[src/pkg/mcr_pkg.sv]
package mcr_pkg;
  // register map, byte address of the only register
  localparam logic [31:0] REG_ADDR    = 32'hFF80_0400;
  localparam logic [31:0] WRITE_MASK  = 32'h0000_CF1F;
  localparam logic [31:0] RESET_VALUE = 32'h0000_8000;
  localparam logic [31:0] READ_IDLE   = 32'h0000_0000;
  // field positions
  localparam int BIT_SOFT_RST  = 15;
  localparam int BIT_RAND_RST  = 14;
  localparam int BIT_CSRX_RST  = 11;
  localparam int BIT_RXFN_RST  = 10;
  localparam int BIT_CSTX_RST  = 9;
  localparam int BIT_TXFN_RST  = 8;
  localparam int BIT_LOOPBACK  = 4;
  localparam int BIT_TX_PAUSE  = 3;
  localparam int BIT_RX_PAUSE  = 2;
  localparam int BIT_PASS_ALL  = 1;
  localparam int BIT_RX_ON     = 0;
  // nibble stream width toward the phy
  localparam int NIB_W = 4;
  localparam logic [NIB_W-1:0] NIB_ZERO = 4'h0;
  // frame tracking for the receive enable
  typedef enum logic [2:0] {
    ST_IDLE = 3'h1,
    ST_RECV = 3'h2,
    ST_DROP = 3'h4
  } mcr_rx_state_t;
endpackage

[src/pkg/mcr_sync_if.sv]
`timescale 1ns/100ps
interface mcr_sync_if;
  logic receiverOn;
  logic rxDv;
  logic holdReset;
  logic syncRxEn;
  logic frameBusy;
  modport ctl (output receiverOn, output rxDv, output holdReset,
               input syncRxEn, input frameBusy);
  modport syn (input receiverOn, input rxDv, input holdReset,
               output syncRxEn, output frameBusy);
endinterface

[src/design/mcr_mac_config.sv]
`timescale 1ns/100ps
module mcr_mac_config (
  input  wire logic                     clock,
  input  wire logic                     rst,
  input  wire logic [31:0]              regAddr,
  input  wire logic [31:0]              regWrData,
  input  wire logic                     regWrStb,
  input  wire logic                     regRdStb,
  output logic      [31:0]              regRdData,
  input  wire logic [mcr_pkg::NIB_W-1:0] phyRxData,
  input  wire logic                     phyRxDv,
  input  wire logic [mcr_pkg::NIB_W-1:0] txData,
  input  wire logic                     txEn,
  input  wire logic                     txPauseReq,
  input  wire logic                     rxPauseFrame,
  input  wire logic                     rxCtrlFrame,
  output logic                          macSoftReset,
  output logic                          txRandomGenReset,
  output logic                          ctrlSublayerRxReset,
  output logic                          rxFunctionReset,
  output logic                          ctrlSublayerTxReset,
  output logic                          txFunctionReset,
  output logic                          internalLoopback,
  output logic                          txPauseSend,
  output logic                          rxPauseAct,
  output logic                          passCurrentFrame,
  output logic                          syncRxEnable,
  output logic [mcr_pkg::NIB_W-1:0]     macRxData,
  output logic                          macRxDv,
  output logic                          rxDeliver,
  output logic [mcr_pkg::NIB_W-1:0]     phyTxData,
  output logic                          phyTxEn
);
  localparam int NW = mcr_pkg::NIB_W;

  // host register and its next value
  logic [31:0]   ctrl_r;
  logic [31:0]   ctrl_nxt;
  logic [31:0]   rdData_r;
  logic [31:0]   rdData_nxt;
  logic          wrHit;
  logic          rdHit;

  // decoded control bits
  logic          softBit;
  logic          randBit;
  logic          csRxBit;
  logic          rxFnBit;
  logic          csTxBit;
  logic          txFnBit;
  logic          loopBit;
  logic          txPauseBit;
  logic          rxPauseBit;
  logic          passAllBit;
  logic          rxOnBit;

  // pin synchronisers for the receive stream
  logic [NW-1:0] rxDataMeta_r;
  logic [NW-1:0] rxDataSync_r;
  logic          rxDvMeta_r;
  logic          rxDvSync_r;
  logic [NW-1:0] rxDataMeta_nxt;
  logic [NW-1:0] rxDataSync_nxt;
  logic          rxDvMeta_nxt;
  logic          rxDvSync_nxt;

  // internal hold terms per sub-block
  logic          rxHold;
  logic          rxCtlHold;
  logic          txHold;
  logic          txCtlHold;
  logic          muxDv;
  logic [NW-1:0] muxData;

  // registered outputs
  logic          softOut_r;
  logic          randOut_r;
  logic          csRxOut_r;
  logic          rxFnOut_r;
  logic          csTxOut_r;
  logic          txFnOut_r;
  logic          loopOut_r;
  logic          txPause_r;
  logic          rxPause_r;
  logic          pass_r;
  logic          syncEn_r;
  logic [NW-1:0] rxData_r;
  logic          rxDv_r;
  logic          deliver_r;
  logic [NW-1:0] txData_r;
  logic          txEn_r;
  logic          softOut_nxt;
  logic          randOut_nxt;
  logic          csRxOut_nxt;
  logic          rxFnOut_nxt;
  logic          csTxOut_nxt;
  logic          txFnOut_nxt;
  logic          loopOut_nxt;
  logic          txPause_nxt;
  logic          rxPause_nxt;
  logic          pass_nxt;
  logic          syncEn_nxt;
  logic [NW-1:0] rxData_nxt;
  logic          rxDv_nxt;
  logic          deliver_nxt;
  logic [NW-1:0] txData_nxt;
  logic          txEn_nxt;

  mcr_sync_if syncIf ();

  // field decode
  assign softBit    = ctrl_r[mcr_pkg::BIT_SOFT_RST];
  assign randBit    = ctrl_r[mcr_pkg::BIT_RAND_RST];
  assign csRxBit    = ctrl_r[mcr_pkg::BIT_CSRX_RST];
  assign rxFnBit    = ctrl_r[mcr_pkg::BIT_RXFN_RST];
  assign csTxBit    = ctrl_r[mcr_pkg::BIT_CSTX_RST];
  assign txFnBit    = ctrl_r[mcr_pkg::BIT_TXFN_RST];
  assign loopBit    = ctrl_r[mcr_pkg::BIT_LOOPBACK];
  assign txPauseBit = ctrl_r[mcr_pkg::BIT_TX_PAUSE];
  assign rxPauseBit = ctrl_r[mcr_pkg::BIT_RX_PAUSE];
  assign passAllBit = ctrl_r[mcr_pkg::BIT_PASS_ALL];
  assign rxOnBit    = ctrl_r[mcr_pkg::BIT_RX_ON];

  // bus decode
  assign wrHit = regWrStb && (regAddr == mcr_pkg::REG_ADDR);
  assign rdHit = regRdStb && (regAddr == mcr_pkg::REG_ADDR);

  // host register, soft bits never clear it
  always_comb begin
    ctrl_nxt = ctrl_r;
    if (wrHit) begin
      ctrl_nxt = regWrData & mcr_pkg::WRITE_MASK;
    end
    rdData_nxt = mcr_pkg::READ_IDLE;
    if (rdHit) begin
      rdData_nxt = ctrl_r & mcr_pkg::WRITE_MASK;
    end
  end

  // only hardware reset reaches this group
  always_ff @(posedge clock or posedge rst) begin
    if (rst) begin
      ctrl_r   <= mcr_pkg::RESET_VALUE;
      rdData_r <= mcr_pkg::READ_IDLE;
    end else begin
      ctrl_r   <= ctrl_nxt;
      rdData_r <= rdData_nxt;
    end
  end

  // sub-block holds, soft reset overrides all
  assign rxHold    = softBit | rxFnBit;
  assign rxCtlHold = softBit | csRxBit;
  assign txHold    = softBit | txFnBit;
  assign txCtlHold = softBit | csTxBit;

  // two-flop synchroniser on the phy receive pins
  always_comb begin
    rxDataMeta_nxt = phyRxData;
    rxDvMeta_nxt   = phyRxDv;
    rxDataSync_nxt = rxDataMeta_r;
    rxDvSync_nxt   = rxDvMeta_r;
  end

  // synchroniser registers
  always_ff @(posedge clock or posedge rst) begin
    if (rst) begin
      rxDataMeta_r <= mcr_pkg::NIB_ZERO;
      rxDvMeta_r   <= 1'b0;
      rxDataSync_r <= mcr_pkg::NIB_ZERO;
      rxDvSync_r   <= 1'b0;
    end else begin
      rxDataMeta_r <= rxDataMeta_nxt;
      rxDvMeta_r   <= rxDvMeta_nxt;
      rxDataSync_r <= rxDataSync_nxt;
      rxDvSync_r   <= rxDvSync_nxt;
    end
  end

  // receive stream source select
  assign muxDv   = loopBit ? (txEn & ~txHold) : rxDvSync_r;
  assign muxData = loopBit ? txData : rxDataSync_r;

  // frame-aligned receive enable
  assign syncIf.receiverOn = rxOnBit;
  assign syncIf.rxDv       = muxDv;
  assign syncIf.holdReset  = rxHold;

  mcr_rx_enable_sync uSync (
    .clock (clock),
    .rst   (rst),
    .port  (syncIf)
  );

  // output stage next values
  always_comb begin
    softOut_nxt = softBit;
    randOut_nxt = softBit | randBit;
    csRxOut_nxt = rxCtlHold;
    rxFnOut_nxt = rxHold;
    csTxOut_nxt = txCtlHold;
    txFnOut_nxt = txHold;
    loopOut_nxt = loopBit;
    txPause_nxt = txPauseReq & txPauseBit & ~txCtlHold;
    rxPause_nxt = rxPauseFrame & rxPauseBit & ~rxCtlHold;
    pass_nxt    = (rxCtrlFrame ? passAllBit : 1'b1) & ~rxHold;
    syncEn_nxt  = syncIf.syncRxEn;
    rxDv_nxt    = muxDv & ~rxHold;
    rxData_nxt  = rxHold ? mcr_pkg::NIB_ZERO : muxData;
    deliver_nxt = muxDv & syncIf.syncRxEn & ~rxHold;
    txEn_nxt    = txEn & ~txHold & ~loopBit;
    txData_nxt  = txEn_nxt ? txData : mcr_pkg::NIB_ZERO;
  end

  // output registers, reset asserts the hold lines
  always_ff @(posedge clock or posedge rst) begin
    if (rst) begin
      softOut_r <= 1'b1;
      randOut_r <= 1'b1;
      csRxOut_r <= 1'b1;
      rxFnOut_r <= 1'b1;
      csTxOut_r <= 1'b1;
      txFnOut_r <= 1'b1;
      loopOut_r <= 1'b0;
      txPause_r <= 1'b0;
      rxPause_r <= 1'b0;
      pass_r    <= 1'b0;
      syncEn_r  <= 1'b0;
      rxDv_r    <= 1'b0;
      rxData_r  <= mcr_pkg::NIB_ZERO;
      deliver_r <= 1'b0;
      txEn_r    <= 1'b0;
      txData_r  <= mcr_pkg::NIB_ZERO;
    end else begin
      softOut_r <= softOut_nxt;
      randOut_r <= randOut_nxt;
      csRxOut_r <= csRxOut_nxt;
      rxFnOut_r <= rxFnOut_nxt;
      csTxOut_r <= csTxOut_nxt;
      txFnOut_r <= txFnOut_nxt;
      loopOut_r <= loopOut_nxt;
      txPause_r <= txPause_nxt;
      rxPause_r <= rxPause_nxt;
      pass_r    <= pass_nxt;
      syncEn_r  <= syncEn_nxt;
      rxDv_r    <= rxDv_nxt;
      rxData_r  <= rxData_nxt;
      deliver_r <= deliver_nxt;
      txEn_r    <= txEn_nxt;
      txData_r  <= txData_nxt;
    end
  end

  // port drive
  assign regRdData           = rdData_r;
  assign macSoftReset        = softOut_r;
  assign txRandomGenReset    = randOut_r;
  assign ctrlSublayerRxReset = csRxOut_r;
  assign rxFunctionReset     = rxFnOut_r;
  assign ctrlSublayerTxReset = csTxOut_r;
  assign txFunctionReset     = txFnOut_r;
  assign internalLoopback    = loopOut_r;
  assign txPauseSend         = txPause_r;
  assign rxPauseAct          = rxPause_r;
  assign passCurrentFrame    = pass_r;
  assign syncRxEnable        = syncEn_r;
  assign macRxDv             = rxDv_r;
  assign macRxData           = rxData_r;
  assign rxDeliver           = deliver_r;
  assign phyTxEn             = txEn_r;
  assign phyTxData           = txData_r;

  // first cycle after reset release
  logic firstCyc_r;
  always_ff @(posedge clock or posedge rst) begin
    if (rst) begin
      firstCyc_r <= 1'b1;
    end else begin
      firstCyc_r <= 1'b0;
    end
  end
endmodule // mcr_mac_config

[src/design/mcr_rx_enable_sync.sv]
`timescale 1ns/100ps
module mcr_rx_enable_sync (
  input  wire logic clock,
  input  wire logic rst,
  mcr_sync_if.syn   port
);
  mcr_pkg::mcr_rx_state_t state_r;
  mcr_pkg::mcr_rx_state_t state_nxt;
  logic                   syncEn_r;
  logic                   syncEn_nxt;

  // enable only changes between frames or when holdReset clears it
  always_comb begin
    state_nxt  = state_r;
    syncEn_nxt = syncEn_r;
    case (state_r)
      mcr_pkg::ST_IDLE: begin
        syncEn_nxt = port.receiverOn;
        if (port.rxDv) begin
          state_nxt  = syncEn_r ? mcr_pkg::ST_RECV : mcr_pkg::ST_DROP;
          syncEn_nxt = syncEn_r;
        end
      end
      mcr_pkg::ST_RECV, mcr_pkg::ST_DROP: begin
        if (!port.rxDv) begin
          state_nxt  = mcr_pkg::ST_IDLE;
          syncEn_nxt = port.receiverOn;
        end
      end
      default: begin
        state_nxt  = mcr_pkg::ST_IDLE;
        syncEn_nxt = 1'b0;
      end
    endcase
    if (port.holdReset) begin
      state_nxt  = mcr_pkg::ST_IDLE;
      syncEn_nxt = 1'b0;
    end
  end

  // state registers
  always_ff @(posedge clock or posedge rst) begin
    if (rst) begin
      state_r  <= mcr_pkg::ST_IDLE;
      syncEn_r <= 1'b0;
    end else begin
      state_r  <= state_nxt;
      syncEn_r <= syncEn_nxt;
    end
  end

  assign port.syncRxEn  = syncEn_r;
  assign port.frameBusy = (state_r != mcr_pkg::ST_IDLE);
endmodule // mcr_rx_enable_sync

[config.mk]
export PLATFORM = sky130hd
export DESIGN_NAME = mcr_mac_config
export DESIGN_NICKNAME = d
export VERILOG_FILES = /design/src/pkg/mcr_pkg.sv /design/src/pkg/mcr_sync_if.sv /design/src/design/mcr_mac_config.sv /design/src/design/mcr_rx_enable_sync.sv
export SDC_FILE = /design/constraint.sdc
export NUM_CORES = 1
export LEC_CHECK = 0
export BUFFER_PORTS_ARGS = -buffer_cell sky130_fd_sc_hd__buf_2
export CORE_MARGIN = 10
export CORE_UTILIZATION = 46
export DETAILED_ROUTE_END_ITERATION = 10
export GPL_TIMING_DRIVEN = 0
export PLACE_DENSITY = 0.89
export REMOVE_ABC_BUFFERS = 1
export SYNTH_ARGS = -nofsm -noshare
export SYNTH_HDL_FRONTEND = slang
export SYNTH_HIERARCHICAL = 1
export SYNTH_SLANG_ARGS = --single-unit
[constraint.sdc]
create_clock -name clock -period 2.6 [get_ports clock]
set_input_delay 0 -clock clock [delete_from_list [all_inputs] [get_ports clock]]
set_output_delay 0 -clock clock [all_outputs]
set_load 0.05 [all_outputs]
==> results of run 1 <==
per-layer routing:
layer	wire length (µm)	GRT usage
met4	136	0.0716
met2	2820	0.248
met5	0	0
met1	2000	0.133
met3	476	0.0607
per-stage QoR:
step                utilization  power (W)
floorplan                     -    0.00109
global placement          0.566    0.00115
detailed placement        0.570    0.00116
CTS                       0.662    0.00197
global route              0.662    0.00204
finish                    0.662    0.00196
final timing paths:
| kind | to | slack (ns) | cells after the start |
|---|---|---|---|
| worst max-delay path | ctrl_r[3] | 0.96 | 5 |
| worst min-delay path | regRdData[1] | 0.06 | 4 |
| worst max register to register | uSync/port.syncRxEn | 1.11 | 4 |
| worst min register to register | rxDataSync_r[2] | 0.35 | 0 |
| max in group asynchronous | ctrlSublayerTxReset | 1.86 | 4 |
| min in group asynchronous | uSync/state_r[1] | 0.13 | 3 |
sequential cells by signal, summed over array words and instances, names as in the netlist, 3 cells and up:
signal / cells
ctrl_r: 11
macRxData: 4
phyTxData: 4
regRdData: 11
rxDataMeta_r: 4
rxDataSync_r: 4
uSync/state_r: 3
power breakdown:
part	leakage, nW	internal [W]	switching, W	total [W]
Combinational	0.835	0.0000829	0.000151	0.000234
Sequential	0.737	0.000926	0.0000123	0.000938
Clock	0.0974	0.000466	0.000316	0.000783
Total	1.67	0.00148	0.000480	0.00196
layout make-up:
class	instances	area [µm²]
Clock buffer	13	149
Clock inverter	3	40.0
Fill cell	374	1610
Inverter	6	22.5
Multi-Input combinational cell	97	661
Sequential cell	58	1460
Tap cell	67	83.8
Timing Repair Buffer	118	731
cells in the final DEF, fill, tap and decap left out, drive strengths merged:
master	instances
nor2	6
and4b	2
bufinv	1
a21oi	2
xor2	1
or2b	1
nand2b	2
nor3	3
nor4bb	2
and2	15
a211oi	2
buf	93
nand4	2
clkinv	2
o2111ai	1
nor2b	2
or3b	1
dfrtp	50
inv	6
mux2	12
nand2	2
clkbuf	13
o21ai	2
nor4	4
conb	21
nor3b	1
mux2i	5
nand3b	1
dlygate4sd3	25
dfstp	8
or2	5
nor4b	2
worst max-delay path: cells and delay by family:
family | cells | cell delay, ns
simple gates | 3 | 1.31
buf+inv | 1 | 0.10
mux | 1 | 0.42
==> flow_results.xml, run 1 <==
<?xml version="1.0" encoding="UTF-8"?>
<metrics>
  <group name="outcome">
    <metric name="run_status" unit="">complete, no violations</metric>
  </group>
  <group name="timing">
    <metric name="timing.slew.headroom" unit="">0.375</metric>
    <metric name="finalCritPeriodShare" unit="">0.629</metric>
    <metric name="tightestPinTransition" unit="ns">0.933</metric>
    <metric name="timing.hold.ws" unit="ns">0.0605</metric>
    <metric name="setup_violations" unit="">0</metric>
    <metric name="rsz_0062_raised_after_global_routing" unit="">false</metric>
    <metric name="tns" unit="ns">0</metric>
    <metric name="max_clock_freq" unit="MHz">611</metric>
    <metric name="timing.final.max_slew_violations" unit="">0</metric>
    <metric name="period_minus_slack" unit="ns">1.64</metric>
    <metric name="timing.final.ws_setup" unit="ns">0.964</metric>
    <metric name="clock-skew-final" unit="ns">0.0108</metric>
    <metric name="hold_violations" unit="">0</metric>
  </group>
  <group name="worst_setup_path">
    <metric name="critical_path_peak_fanout" unit="">11</metric>
    <metric name="path_class" unit="">input pin to register</metric>
    <metric name="cp_data_arrival_time" unit="ns">1.84</metric>
    <metric name="timing.critical_path.cells" unit="">buf_2 -&gt; nor4b_1 -&gt; nand4_1 -&gt; nor3_2 -&gt; mux2_2</metric>
    <metric name="required" unit="ns">2.80</metric>
    <metric name="critical-path-slowest-cell" unit="">sky130_fd_sc_hd__nor3_2</metric>
    <metric name="setup.worst_path.start" unit="">regAddr[11]</metric>
    <metric name="critical_path.reg2reg.startpoint" unit="">ctrl_r[15]</metric>
    <metric name="timing.critical_path.to_type" unit="">register</metric>
    <metric name="crit_path_max_incr_delay" unit="ns">0.76</metric>
    <metric name="critical_path.startpoint_type" unit="">input pin</metric>
  </group>
  <group name="cts">
    <metric name="clkSinkCount" unit="">58</metric>
    <metric name="htreeDepth" unit="">3</metric>
    <metric name="clock_tree.buffer_depth" unit="">2</metric>
    <metric name="cts_buffers" unit="">9</metric>
    <metric name="cts_resized" unit="">0</metric>
    <metric name="clk_pin_slew" unit="ns">0.06</metric>
    <metric name="clock_tree_from_tritoncts" unit="">yes</metric>
    <metric name="worst_skew_pair.late_latency" unit="ns">0.33</metric>
    <metric name="cts_post_setup_buffers_inserted" unit="">0</metric>
    <metric name="hold_buf_cts" unit="">25</metric>
    <metric name="clock-root-buffer" unit="">sky130_fd_sc_hd__clkbuf_8</metric>
  </group>
  <group name="placement">
    <metric name="hpwlAfterDp" unit="mm">4.08</metric>
    <metric name="place.gp.congestion" unit="">0.734</metric>
    <metric name="port_buffers" unit="">92</metric>
    <metric name="place_inst" unit="">321</metric>
    <metric name="postPlaceCellArea" unit="mm²">0.00271</metric>
    <metric name="preCtsSetupSlack" unit="ns">0.532</metric>
  </group>
  <group name="synthesis">
    <metric name="post_synth_inst_count" unit="">168</metric>
    <metric name="post_synthesis_cell_area" unit="mm²">0.00226</metric>
    <metric name="ys_warn_count" unit="">6</metric>
    <metric name="synthesis.area_per_instance" unit="µm²">13.5</metric>
  </group>
  <group name="routing">
    <metric name="avgViaCountPerCell" unit="">4.48</metric>
    <metric name="final_antenna_violating_net_count" unit="">0</metric>
    <metric name="detailroute.via_count" unit="">1621</metric>
    <metric name="route.detailed.wl_per_inst" unit="µm">15.0</metric>
    <metric name="drc_errors" unit="">0</metric>
    <metric name="drt_pass1_iterations" unit="">5</metric>
    <metric name="first_iter_violations" unit="">41</metric>
    <metric name="finalWirelength" unit="mm">5.43</metric>
  </group>
  <group name="final_layout">
    <metric name="final_nets" unit="">371</metric>
    <metric name="flow.area_growth_from_synthesis" unit="%">39.0</metric>
    <metric name="instances_no_fill" unit="">362</metric>
    <metric name="num_antenna_cells" unit="">0</metric>
    <metric name="finalInstanceArea" unit="mm²">0.00315</metric>
    <metric name="drive_gt1_frac" unit="">0.464</metric>
  </group>
  <group name="pwr">
    <metric name="pwr_density_cell" unit="mW/mm²">621</metric>
    <metric name="worst_supply_voltage_drop_on_vdd" unit="mV">0.293</metric>
    <metric name="static_leakage_power" unit="nW">1.67</metric>
  </group>
  <group name="die">
    <metric name="fp.dieW" unit="µm">90.2</metric>
    <metric name="die_area" unit="mm²">0.00813</metric>
    <metric name="fp.coreArea" unit="mm²">0.00475</metric>
    <metric name="boundaryPins" unit="">135</metric>
    <metric name="std_cell_rows" unit="">25</metric>
    <metric name="start_util" unit="">0.476</metric>
    <metric name="dieHeight" unit="µm">90.2</metric>
  </group>
  <group name="flow_run">
    <metric name="max-cap-violations" unit="">0</metric>
  </group>
  <group name="grt">
    <metric name="grt_pass1_vias" unit="">2012</metric>
    <metric name="pin_count_of_the_biggest_net_entering_global_routing" unit="">45</metric>
    <metric name="grt_first_pass_wirelength" unit="mm">9.11</metric>
    <metric name="globalRouteOverflowTotal" unit="">0</metric>
    <metric name="grt.total_usage" unit="">0.139</metric>
    <metric name="antenna_found_initial" unit="">0</metric>
  </group>
  <group name="hold_path">
    <metric name="holdCritStartpoint" unit="">regAddr[11]</metric>
    <metric name="worstHoldPathType" unit="">input pin to register</metric>
  </group>
</metrics>
Power figures use the tool's default switching activity.
==> inputs of run 2 (changes only) <==
--- a/config.mk
+++ b/config.mk
@@ -7,10 +7,10 @@
 export LEC_CHECK = 0
 export BUFFER_PORTS_ARGS = -buffer_cell sky130_fd_sc_hd__buf_2
 export CORE_MARGIN = 10
-export CORE_UTILIZATION = 46
+export CORE_UTILIZATION = 39
 export DETAILED_ROUTE_END_ITERATION = 10
 export GPL_TIMING_DRIVEN = 0
-export PLACE_DENSITY = 0.89
+export PLACE_DENSITY = 0.81
 export REMOVE_ABC_BUFFERS = 1
 export SYNTH_ARGS = -nofsm -noshare
 export SYNTH_HDL_FRONTEND = slang
==> constraint.sdc (replaced) <==
create_clock -name clock -period 1.4 [get_ports clock]
set_input_delay 0 -clock clock [delete_from_list [all_inputs] [get_ports clock]]
set_output_delay 0 -clock clock [all_outputs]
set_load 0.05 [all_outputs]
==> flow_results.xml, run 2 (synthesis results as in run 1) <==
<?xml version="1.0" encoding="UTF-8"?>
<metrics>
  <group name="outcome">
    <metric name="run_status" unit="">complete, no violations</metric>
  </group>
  <group name="routing">
    <metric name="first_iter_violations" unit="">38</metric>
    <metric name="drt_pass1_iterations" unit="">4</metric>
    <metric name="route.detailed.wl_per_inst" unit="µm">14.9</metric>
    <metric name="drc_errors" unit="">0</metric>
    <metric name="final_antenna_violating_net_count" unit="">0</metric>
    <metric name="finalWirelength" unit="mm">5.49</metric>
    <metric name="detailroute.via_count" unit="">1610</metric>
    <metric name="avgViaCountPerCell" unit="">4.36</metric>
  </group>
  <group name="grt">
    <metric name="pin_count_of_the_biggest_net_entering_global_routing" unit="">36</metric>
    <metric name="grt.total_usage" unit="">0.125</metric>
    <metric name="antenna_found_initial" unit="">0</metric>
    <metric name="grt_pass1_vias" unit="">1840</metric>
    <metric name="globalRouteOverflowTotal" unit="">0</metric>
    <metric name="grt_first_pass_wirelength" unit="mm">8.78</metric>
  </group>
  <group name="hold_path">
    <metric name="holdCritStartpoint" unit="">regAddr[11]</metric>
    <metric name="worstHoldPathType" unit="">input pin to register</metric>
  </group>
  <group name="die">
    <metric name="fp.dieW" unit="µm">96.2</metric>
    <metric name="fp.coreArea" unit="mm²">0.00557</metric>
    <metric name="boundaryPins" unit="">135</metric>
    <metric name="die_area" unit="mm²">0.00925</metric>
    <metric name="std_cell_rows" unit="">27</metric>
    <metric name="dieHeight" unit="µm">96.2</metric>
    <metric name="start_util" unit="">0.406</metric>
  </group>
  <group name="pwr">
    <metric name="worst_supply_voltage_drop_on_vdd" unit="mV">0.668</metric>
    <metric name="pwr_density_cell" unit="mW/mm²">1230</metric>
    <metric name="power.combinational.fraction" unit="">0.109</metric>
    <metric name="static_leakage_power" unit="nW">1.71</metric>
    <metric name="seqPwrFrac" unit="">0.437</metric>
    <metric name="share_clk_of_total_power" unit="">0.454</metric>
    <metric name="power_spent_charging_and_discharging_nets" unit="W">0.000938</metric>
    <metric name="p_int" unit="W">0.00305</metric>
    <metric name="total_power_draw" unit="W">0.00399</metric>
    <metric name="switching_share" unit="">0.235</metric>
  </group>
  <group name="timing">
    <metric name="timing.final.max_slew_violations" unit="">0</metric>
    <metric name="rsz_0062_raised_after_global_routing" unit="">false</metric>
    <metric name="timing.slew.headroom" unit="">0.537</metric>
    <metric name="tightestPinTransition" unit="ns">0.690</metric>
    <metric name="hold_violations" unit="">0</metric>
    <metric name="max_clock_freq" unit="MHz">731</metric>
    <metric name="clock-skew-final" unit="ns">0.00632</metric>
    <metric name="period_minus_slack" unit="ns">1.37</metric>
    <metric name="setup_violations" unit="">0</metric>
    <metric name="finalCritPeriodShare" unit="">0.977</metric>
  </group>
  <group name="placement">
    <metric name="postPlaceCellArea" unit="mm²">0.00272</metric>
    <metric name="hpwlAfterDp" unit="mm">4.14</metric>
    <metric name="port_buffers" unit="">92</metric>
    <metric name="place.gp.congestion" unit="">0.736</metric>
    <metric name="place_inst" unit="">326</metric>
  </group>
  <group name="worst_setup_path">
    <metric name="setup.worst_path.start" unit="">ctrl_r[15]</metric>
    <metric name="timing.critical_path.to_type" unit="">register</metric>
    <metric name="critical_path_peak_fanout" unit="">4</metric>
    <metric name="cp_data_arrival_time" unit="ns">1.59</metric>
    <metric name="critical_path.startpoint_type" unit="">register</metric>
    <metric name="critical_path.reg2reg.startpoint" unit="">ctrl_r[15]</metric>
    <metric name="required" unit="ns">1.62</metric>
    <metric name="path_class" unit="">register to register</metric>
  </group>
  <group name="cts">
    <metric name="clkSinkCount" unit="">58</metric>
    <metric name="cts_buffers" unit="">9</metric>
    <metric name="clock_tree_from_tritoncts" unit="">yes</metric>
    <metric name="htreeDepth" unit="">3</metric>
    <metric name="worst_skew_pair.late_latency" unit="ns">0.32</metric>
    <metric name="clk_pin_slew" unit="ns">0.06</metric>
    <metric name="clock_tree.buffer_depth" unit="">2</metric>
    <metric name="clock-root-buffer" unit="">sky130_fd_sc_hd__clkbuf_8</metric>
  </group>
  <group name="final_layout">
    <metric name="final_util" unit="">0.584</metric>
    <metric name="flow.area_growth_from_synthesis" unit="%">43.6</metric>
    <metric name="final_common_cell" unit="">sky130_fd_sc_hd__buf_2</metric>
    <metric name="n_fill_cell" unit="">477</metric>
    <metric name="finalInstanceArea" unit="mm²">0.00325</metric>
    <metric name="layout.cells.most_common_list" unit="">92 x sky130_fd_sc_hd__buf_2, 49 x sky130_fd_sc_hd__dfrtp_1, 25 x sky130_fd_sc_hd__dlygate4sd3_1, 21 x sky130_fd_sc_hd__conb_1, 15 x sky130_fd_sc_hd__and2_1</metric>
    <metric name="final_nets" unit="">373</metric>
    <metric name="instances_no_fill" unit="">369</metric>
    <metric name="drive_gt1_frac" unit="">0.485</metric>
    <metric name="num_antenna_cells" unit="">0</metric>
    <metric name="area_of_all_sequential_standard_cells" unit="mm²">0.00146</metric>
    <metric name="multi_input_area" unit="µm²">678</metric>
  </group>
  <group name="flow_run">
    <metric name="max-cap-violations" unit="">0</metric>
  </group>
</metrics>
run 2: changes by cell type in the layout (fill, tap and decap cells not counted), sizes merged:
cell,before,now
buf,93,95
bufinv,1,3
clkbuf,13,9
clkinv,2,1
clkinvlp,0,3
run 2: cell type report:
type                    instances  area share
clock buffers                   9      0.0381
clock inverters                 7      0.0362
inverters                       6     0.00692
multi-input cells              97       0.208
flip-flops and latches         58       0.450
well taps                      72      0.0277
repair buffers                120       0.233
run 2: critical path, cell delays in order, from the launching register on:
cell,delay [ns]
sky130_fd_sc_hd__dfstp_2,0.55
sky130_fd_sc_hd__nor3b_2,0.06
sky130_fd_sc_hd__mux2_4,0.29
sky130_fd_sc_hd__mux2i_1,0.12
sky130_fd_sc_hd__nor4bb_1,0.25
run 2: metal layers:
metal | vias to the layer above | routed length (µm) | track usage
li1 | 768 | - | -
met1 | 747 | 2000 | 0.126
met2 | 88 | 2840 | 0.215
met3 | 7 | 601 | 0.0529
met4 | 0 | 59 | 0.0627
met5 | - | 0 | 0
run 2: power by group through the flow:
stage / logic [W] / clock network (W) / registers, W
floorplan: 0.000198 / 0 / 0.00183
global placement: 0.000366 / 0 / 0.00177
detailed placement: 0.000380 / 0 / 0.00177
CTS: 0.000439 / 0.00186 / 0.00174
global route: 0.000472 / 0.00193 / 0.00175
finish: 0.000436 / 0.00181 / 0.00174
run 2: path summary, 6_finish.rpt:
kind / to / slack (ns) / cells past startpoint
setup / recovery: uSync/port.syncRxEn / 0.03 / 4
hold / removal: regRdData[1] / 0.09 / 4
setup reg to reg: uSync/port.syncRxEn / 0.03 / 4
hold reg to reg: rxDvSync_r / 0.34 / 0
max in group asynchronous: txRandomGenReset / 0.56 / 4
min in group asynchronous: uSync/state_r[1] / 0.14 / 3
run 2: metrics by stage:
stage	setup TNS [ns]	hold slack, ns	worst slack [ns]
floorplan	-1.08	-0.235	-0.102
global placement	-31.64	-0.101	-0.564
detailed placement	-7.60	-0.0889	-0.572
CTS	0	0.0514	0.0261
global route	0	0.106	0.00231
finish	0	0.0851	0.0316
run 2: what timing repair did:
action	in CTS	in global routing
setup endpoints to repair	13	0
setup buffers	2	0
hold buffers	25	0
endpoints found under the hold margin	48	0
gates resized for setup	5	0
==> inputs of run 3 (changes only) <==
--- a/config.mk
+++ b/config.mk
@@ -7,10 +7,10 @@
 export LEC_CHECK = 0
 export BUFFER_PORTS_ARGS = -buffer_cell sky130_fd_sc_hd__buf_2
 export CORE_MARGIN = 10
-export CORE_UTILIZATION = 39
+export CORE_UTILIZATION = 43
 export DETAILED_ROUTE_END_ITERATION = 10
 export GPL_TIMING_DRIVEN = 0
-export PLACE_DENSITY = 0.81
+export PLACE_DENSITY = 0.84
 export REMOVE_ABC_BUFFERS = 1
 export SYNTH_ARGS = -nofsm -noshare
 export SYNTH_HDL_FRONTEND = slang
==> constraint.sdc (replaced) <==
create_clock -name clock -period 1.3 [get_ports clock]
set_input_delay 0 -clock clock [delete_from_list [all_inputs] [get_ports clock]]
set_output_delay 0 -clock clock [all_outputs]
set_load 0.05 [all_outputs]
==> flow_results.xml, run 3 (synthesis results as in run 1) <==
<?xml version="1.0" encoding="UTF-8"?>
<metrics>
  <group name="timing">
    <metric name="timing.slew.headroom" unit="">0.662</metric>
    <metric name="finalCritPeriodShare" unit="">1.07</metric>
    <metric name="max_clock_freq" unit="MHz">721</metric>
    <metric name="rsz_0062_raised_after_global_routing" unit="">true</metric>
    <metric name="timing.final.max_slew_violations" unit="">0</metric>
    <metric name="setup_violations" unit="">4</metric>
    <metric name="clock-skew-final" unit="ns">0.00952</metric>
    <metric name="hold_violations" unit="">0</metric>
    <metric name="period_minus_slack" unit="ns">1.39</metric>
    <metric name="tns" unit="ns">-0.235</metric>
    <metric name="timing.final.ws_setup" unit="ns">-0.0861</metric>
    <metric name="timing.hold.ws" unit="ns">0.0766</metric>
    <metric name="tightestPinTransition" unit="ns">0.506</metric>
  </group>
  <group name="pwr">
    <metric name="power.combinational.fraction" unit="">0.112</metric>
    <metric name="worst_supply_voltage_drop_on_vdd" unit="mV">0.869</metric>
    <metric name="seqPwrFrac" unit="">0.438</metric>
    <metric name="pwr_density_cell" unit="mW/mm²">1300</metric>
    <metric name="switching_share" unit="">0.231</metric>
    <metric name="share_clk_of_total_power" unit="">0.450</metric>
    <metric name="static_leakage_power" unit="nW">1.74</metric>
    <metric name="p_int" unit="W">0.00330</metric>
    <metric name="power_spent_charging_and_discharging_nets" unit="W">0.000992</metric>
    <metric name="total_power_draw" unit="W">0.00429</metric>
  </group>
  <group name="routing">
    <metric name="avgViaCountPerCell" unit="">4.37</metric>
    <metric name="final_antenna_violating_net_count" unit="">0</metric>
    <metric name="drc_errors" unit="">0</metric>
    <metric name="drt_pass1_iterations" unit="">4</metric>
    <metric name="detailroute.via_count" unit="">1622</metric>
    <metric name="route.detailed.wl_per_inst" unit="µm">14.6</metric>
    <metric name="finalWirelength" unit="mm">5.43</metric>
    <metric name="first_iter_violations" unit="">35</metric>
  </group>
  <group name="worst_setup_path">
    <metric name="path_class" unit="">register to register</metric>
    <metric name="crit-reg2reg-capture" unit="">uSync/state_r[2]</metric>
    <metric name="length_in_cells_of_the_worst_reg_to_reg_path" unit="">6</metric>
    <metric name="crit_path_cell_count" unit="">6</metric>
    <metric name="cp_data_arrival_time" unit="ns">1.58</metric>
    <metric name="critical_path.reg2reg.startpoint" unit="">ctrl_r[15]</metric>
    <metric name="crit_path_max_incr_delay" unit="ns">0.55</metric>
    <metric name="critical_path_peak_fanout" unit="">3</metric>
    <metric name="timing.critical_path.cells" unit="">nor3b_2 -&gt; mux2_4 -&gt; buf_4 -&gt; buf_6 -&gt; nand2b_4 -&gt; a211oi_2</metric>
    <metric name="required" unit="ns">1.50</metric>
    <metric name="critical-path-slowest-cell" unit="">sky130_fd_sc_hd__dfstp_2</metric>
    <metric name="critical_path.startpoint_type" unit="">register</metric>
    <metric name="worstPathBufferInverterCount" unit="">2</metric>
    <metric name="critical_path.top_delay_family" unit="">flip-flops</metric>
    <metric name="timing.reg2reg.setup_slack" unit="ns">-0.09</metric>
    <metric name="timing.critical_path.to_type" unit="">register</metric>
  </group>
  <group name="cts">
    <metric name="clock-root-buffer" unit="">sky130_fd_sc_hd__clkbuf_8</metric>
    <metric name="cts_buffers" unit="">9</metric>
    <metric name="clock_tree_from_tritoncts" unit="">yes</metric>
    <metric name="worst_skew_pair.late_latency" unit="ns">0.33</metric>
    <metric name="clock_tree.buffer_depth" unit="">2</metric>
    <metric name="clk_pin_slew" unit="ns">0.06</metric>
    <metric name="clkSinkCount" unit="">58</metric>
    <metric name="htreeDepth" unit="">3</metric>
  </group>
  <group name="outcome">
    <metric name="run_status" unit="">finished with violations</metric>
    <metric name="violations" unit="">setup timing</metric>
  </group>
  <group name="grt">
    <metric name="antenna_found_initial" unit="">0</metric>
    <metric name="pin_count_of_the_biggest_net_entering_global_routing" unit="">33</metric>
    <metric name="grt_first_pass_wirelength" unit="mm">8.83</metric>
    <metric name="globalRouteOverflowTotal" unit="">0</metric>
    <metric name="grt.total_usage" unit="">0.131</metric>
    <metric name="grt_pass1_vias" unit="">1905</metric>
  </group>
  <group name="die">
    <metric name="fp.coreArea" unit="mm²">0.00511</metric>
    <metric name="fp.dieW" unit="µm">92.6</metric>
    <metric name="start_util" unit="">0.443</metric>
    <metric name="dieHeight" unit="µm">92.6</metric>
    <metric name="die_area" unit="mm²">0.00857</metric>
    <metric name="boundaryPins" unit="">135</metric>
    <metric name="std_cell_rows" unit="">26</metric>
  </group>
  <group name="placement">
    <metric name="place.gp.congestion" unit="">0.672</metric>
    <metric name="port_buffers" unit="">92</metric>
    <metric name="hpwlAfterDp" unit="mm">4.06</metric>
    <metric name="postPlaceCellArea" unit="mm²">0.00271</metric>
  </group>
  <group name="hold_path">
    <metric name="holdPathEnd" unit="">regRdData[1]</metric>
    <metric name="holdCritStartpoint" unit="">regAddr[6]</metric>
    <metric name="worstHoldPathType" unit="">input pin to register</metric>
    <metric name="holdPathStages" unit="">5</metric>
  </group>
  <group name="flow_run">
    <metric name="max-cap-violations" unit="">0</metric>
  </group>
  <group name="final_layout">
    <metric name="layout.cells.most_common_list" unit="">92 x sky130_fd_sc_hd__buf_2, 49 x sky130_fd_sc_hd__dfrtp_1, 25 x sky130_fd_sc_hd__dlygate4sd3_1, 21 x sky130_fd_sc_hd__conb_1, 15 x sky130_fd_sc_hd__and2_1</metric>
    <metric name="finalInstanceArea" unit="mm²">0.00330</metric>
    <metric name="drive_gt1_frac" unit="">0.495</metric>
    <metric name="flow.area_growth_from_synthesis" unit="%">45.8</metric>
    <metric name="final_common_cell" unit="">sky130_fd_sc_hd__buf_2</metric>
    <metric name="num_antenna_cells" unit="">0</metric>
    <metric name="final_nets" unit="">377</metric>
  </group>
</metrics>
run 3: how the worst max path moves through the flow:
stage	from	to	slack (ns)
CTS	ctrl_r[15]	uSync/port.syncRxEn	-0.06
global placement	regAddr[20]	ctrl_r[8]	-0.70
floorplan	regAddr[20]	ctrl_r[0]	-0.20
global route	ctrl_r[15]	uSync/port.syncRxEn	-0.23
detailed placement	regAddr[20]	ctrl_r[14]	-0.70
finish	ctrl_r[15]	uSync/state_r[2]	-0.09
run 3: final cells by class:
class	count	area (µm²)
Fill cell	397	1810
Sequential cell	58	1460
Timing Repair Buffer	124	792
Multi-Input combinational cell	97	703
Clock buffer	11	131
Clock inverter	5	103
Tap cell	70	87.6
Inverter	6	22.5
run 3: timing repair:
item | CTS | global route
setup endpoints to repair | 16 | 25
gates resized for setup | 6 | 4
setup buffers | 3 | 3
hold buffers | 25 | 0
hold endpoints to repair | 50 | 0
pin swaps | 3 | 2
run 3: stage by stage:
step / util / std cells / setup slack, ns
after floorplan: - / 161 / -0.202
after global placement: 0.527 / 323 / -0.700
after detailed placement: 0.531 / 324 / -0.702
after CTS: 0.638 / 368 / -0.0616
after global routing: 0.646 / 371 / -0.226
final: 0.646 / 371 / -0.0861
run 3: power by group through the flow:
stage | Combinational, W | Sequential (W) | Clock (W)
after floorplan | 0.000213 | 0.00197 | 0
after global placement | 0.000393 | 0.00190 | 0
after detailed placement | 0.000409 | 0.00191 | 0
after CTS | 0.000475 | 0.00188 | 0.00198
after global routing | 0.000517 | 0.00188 | 0.00208
final | 0.000480 | 0.00188 | 0.00193
run 3: worst reg2reg max path, stage by stage, from the launching register on:
cell	delay (ns)
sky130_fd_sc_hd__dfstp_2	0.55
sky130_fd_sc_hd__nor3b_2	0.06
sky130_fd_sc_hd__mux2_4	0.29
sky130_fd_sc_hd__buf_4	0.15
sky130_fd_sc_hd__buf_6	0.11
sky130_fd_sc_hd__nand2b_4	0.07
sky130_fd_sc_hd__a211oi_2	0.04
run 3: metal layers:
| layer | GRT usage | wire (µm) | vias up |
|---|---|---|---|
| met4 | 0.0810 | 117 | 0 |
| met1 | 0.122 | 1880 | 754 |
| li1 | - | - | 774 |
| met3 | 0.0589 | 566 | 10 |
| met5 | 0 | 0 | - |
| met2 | 0.228 | 2870 | 84 |
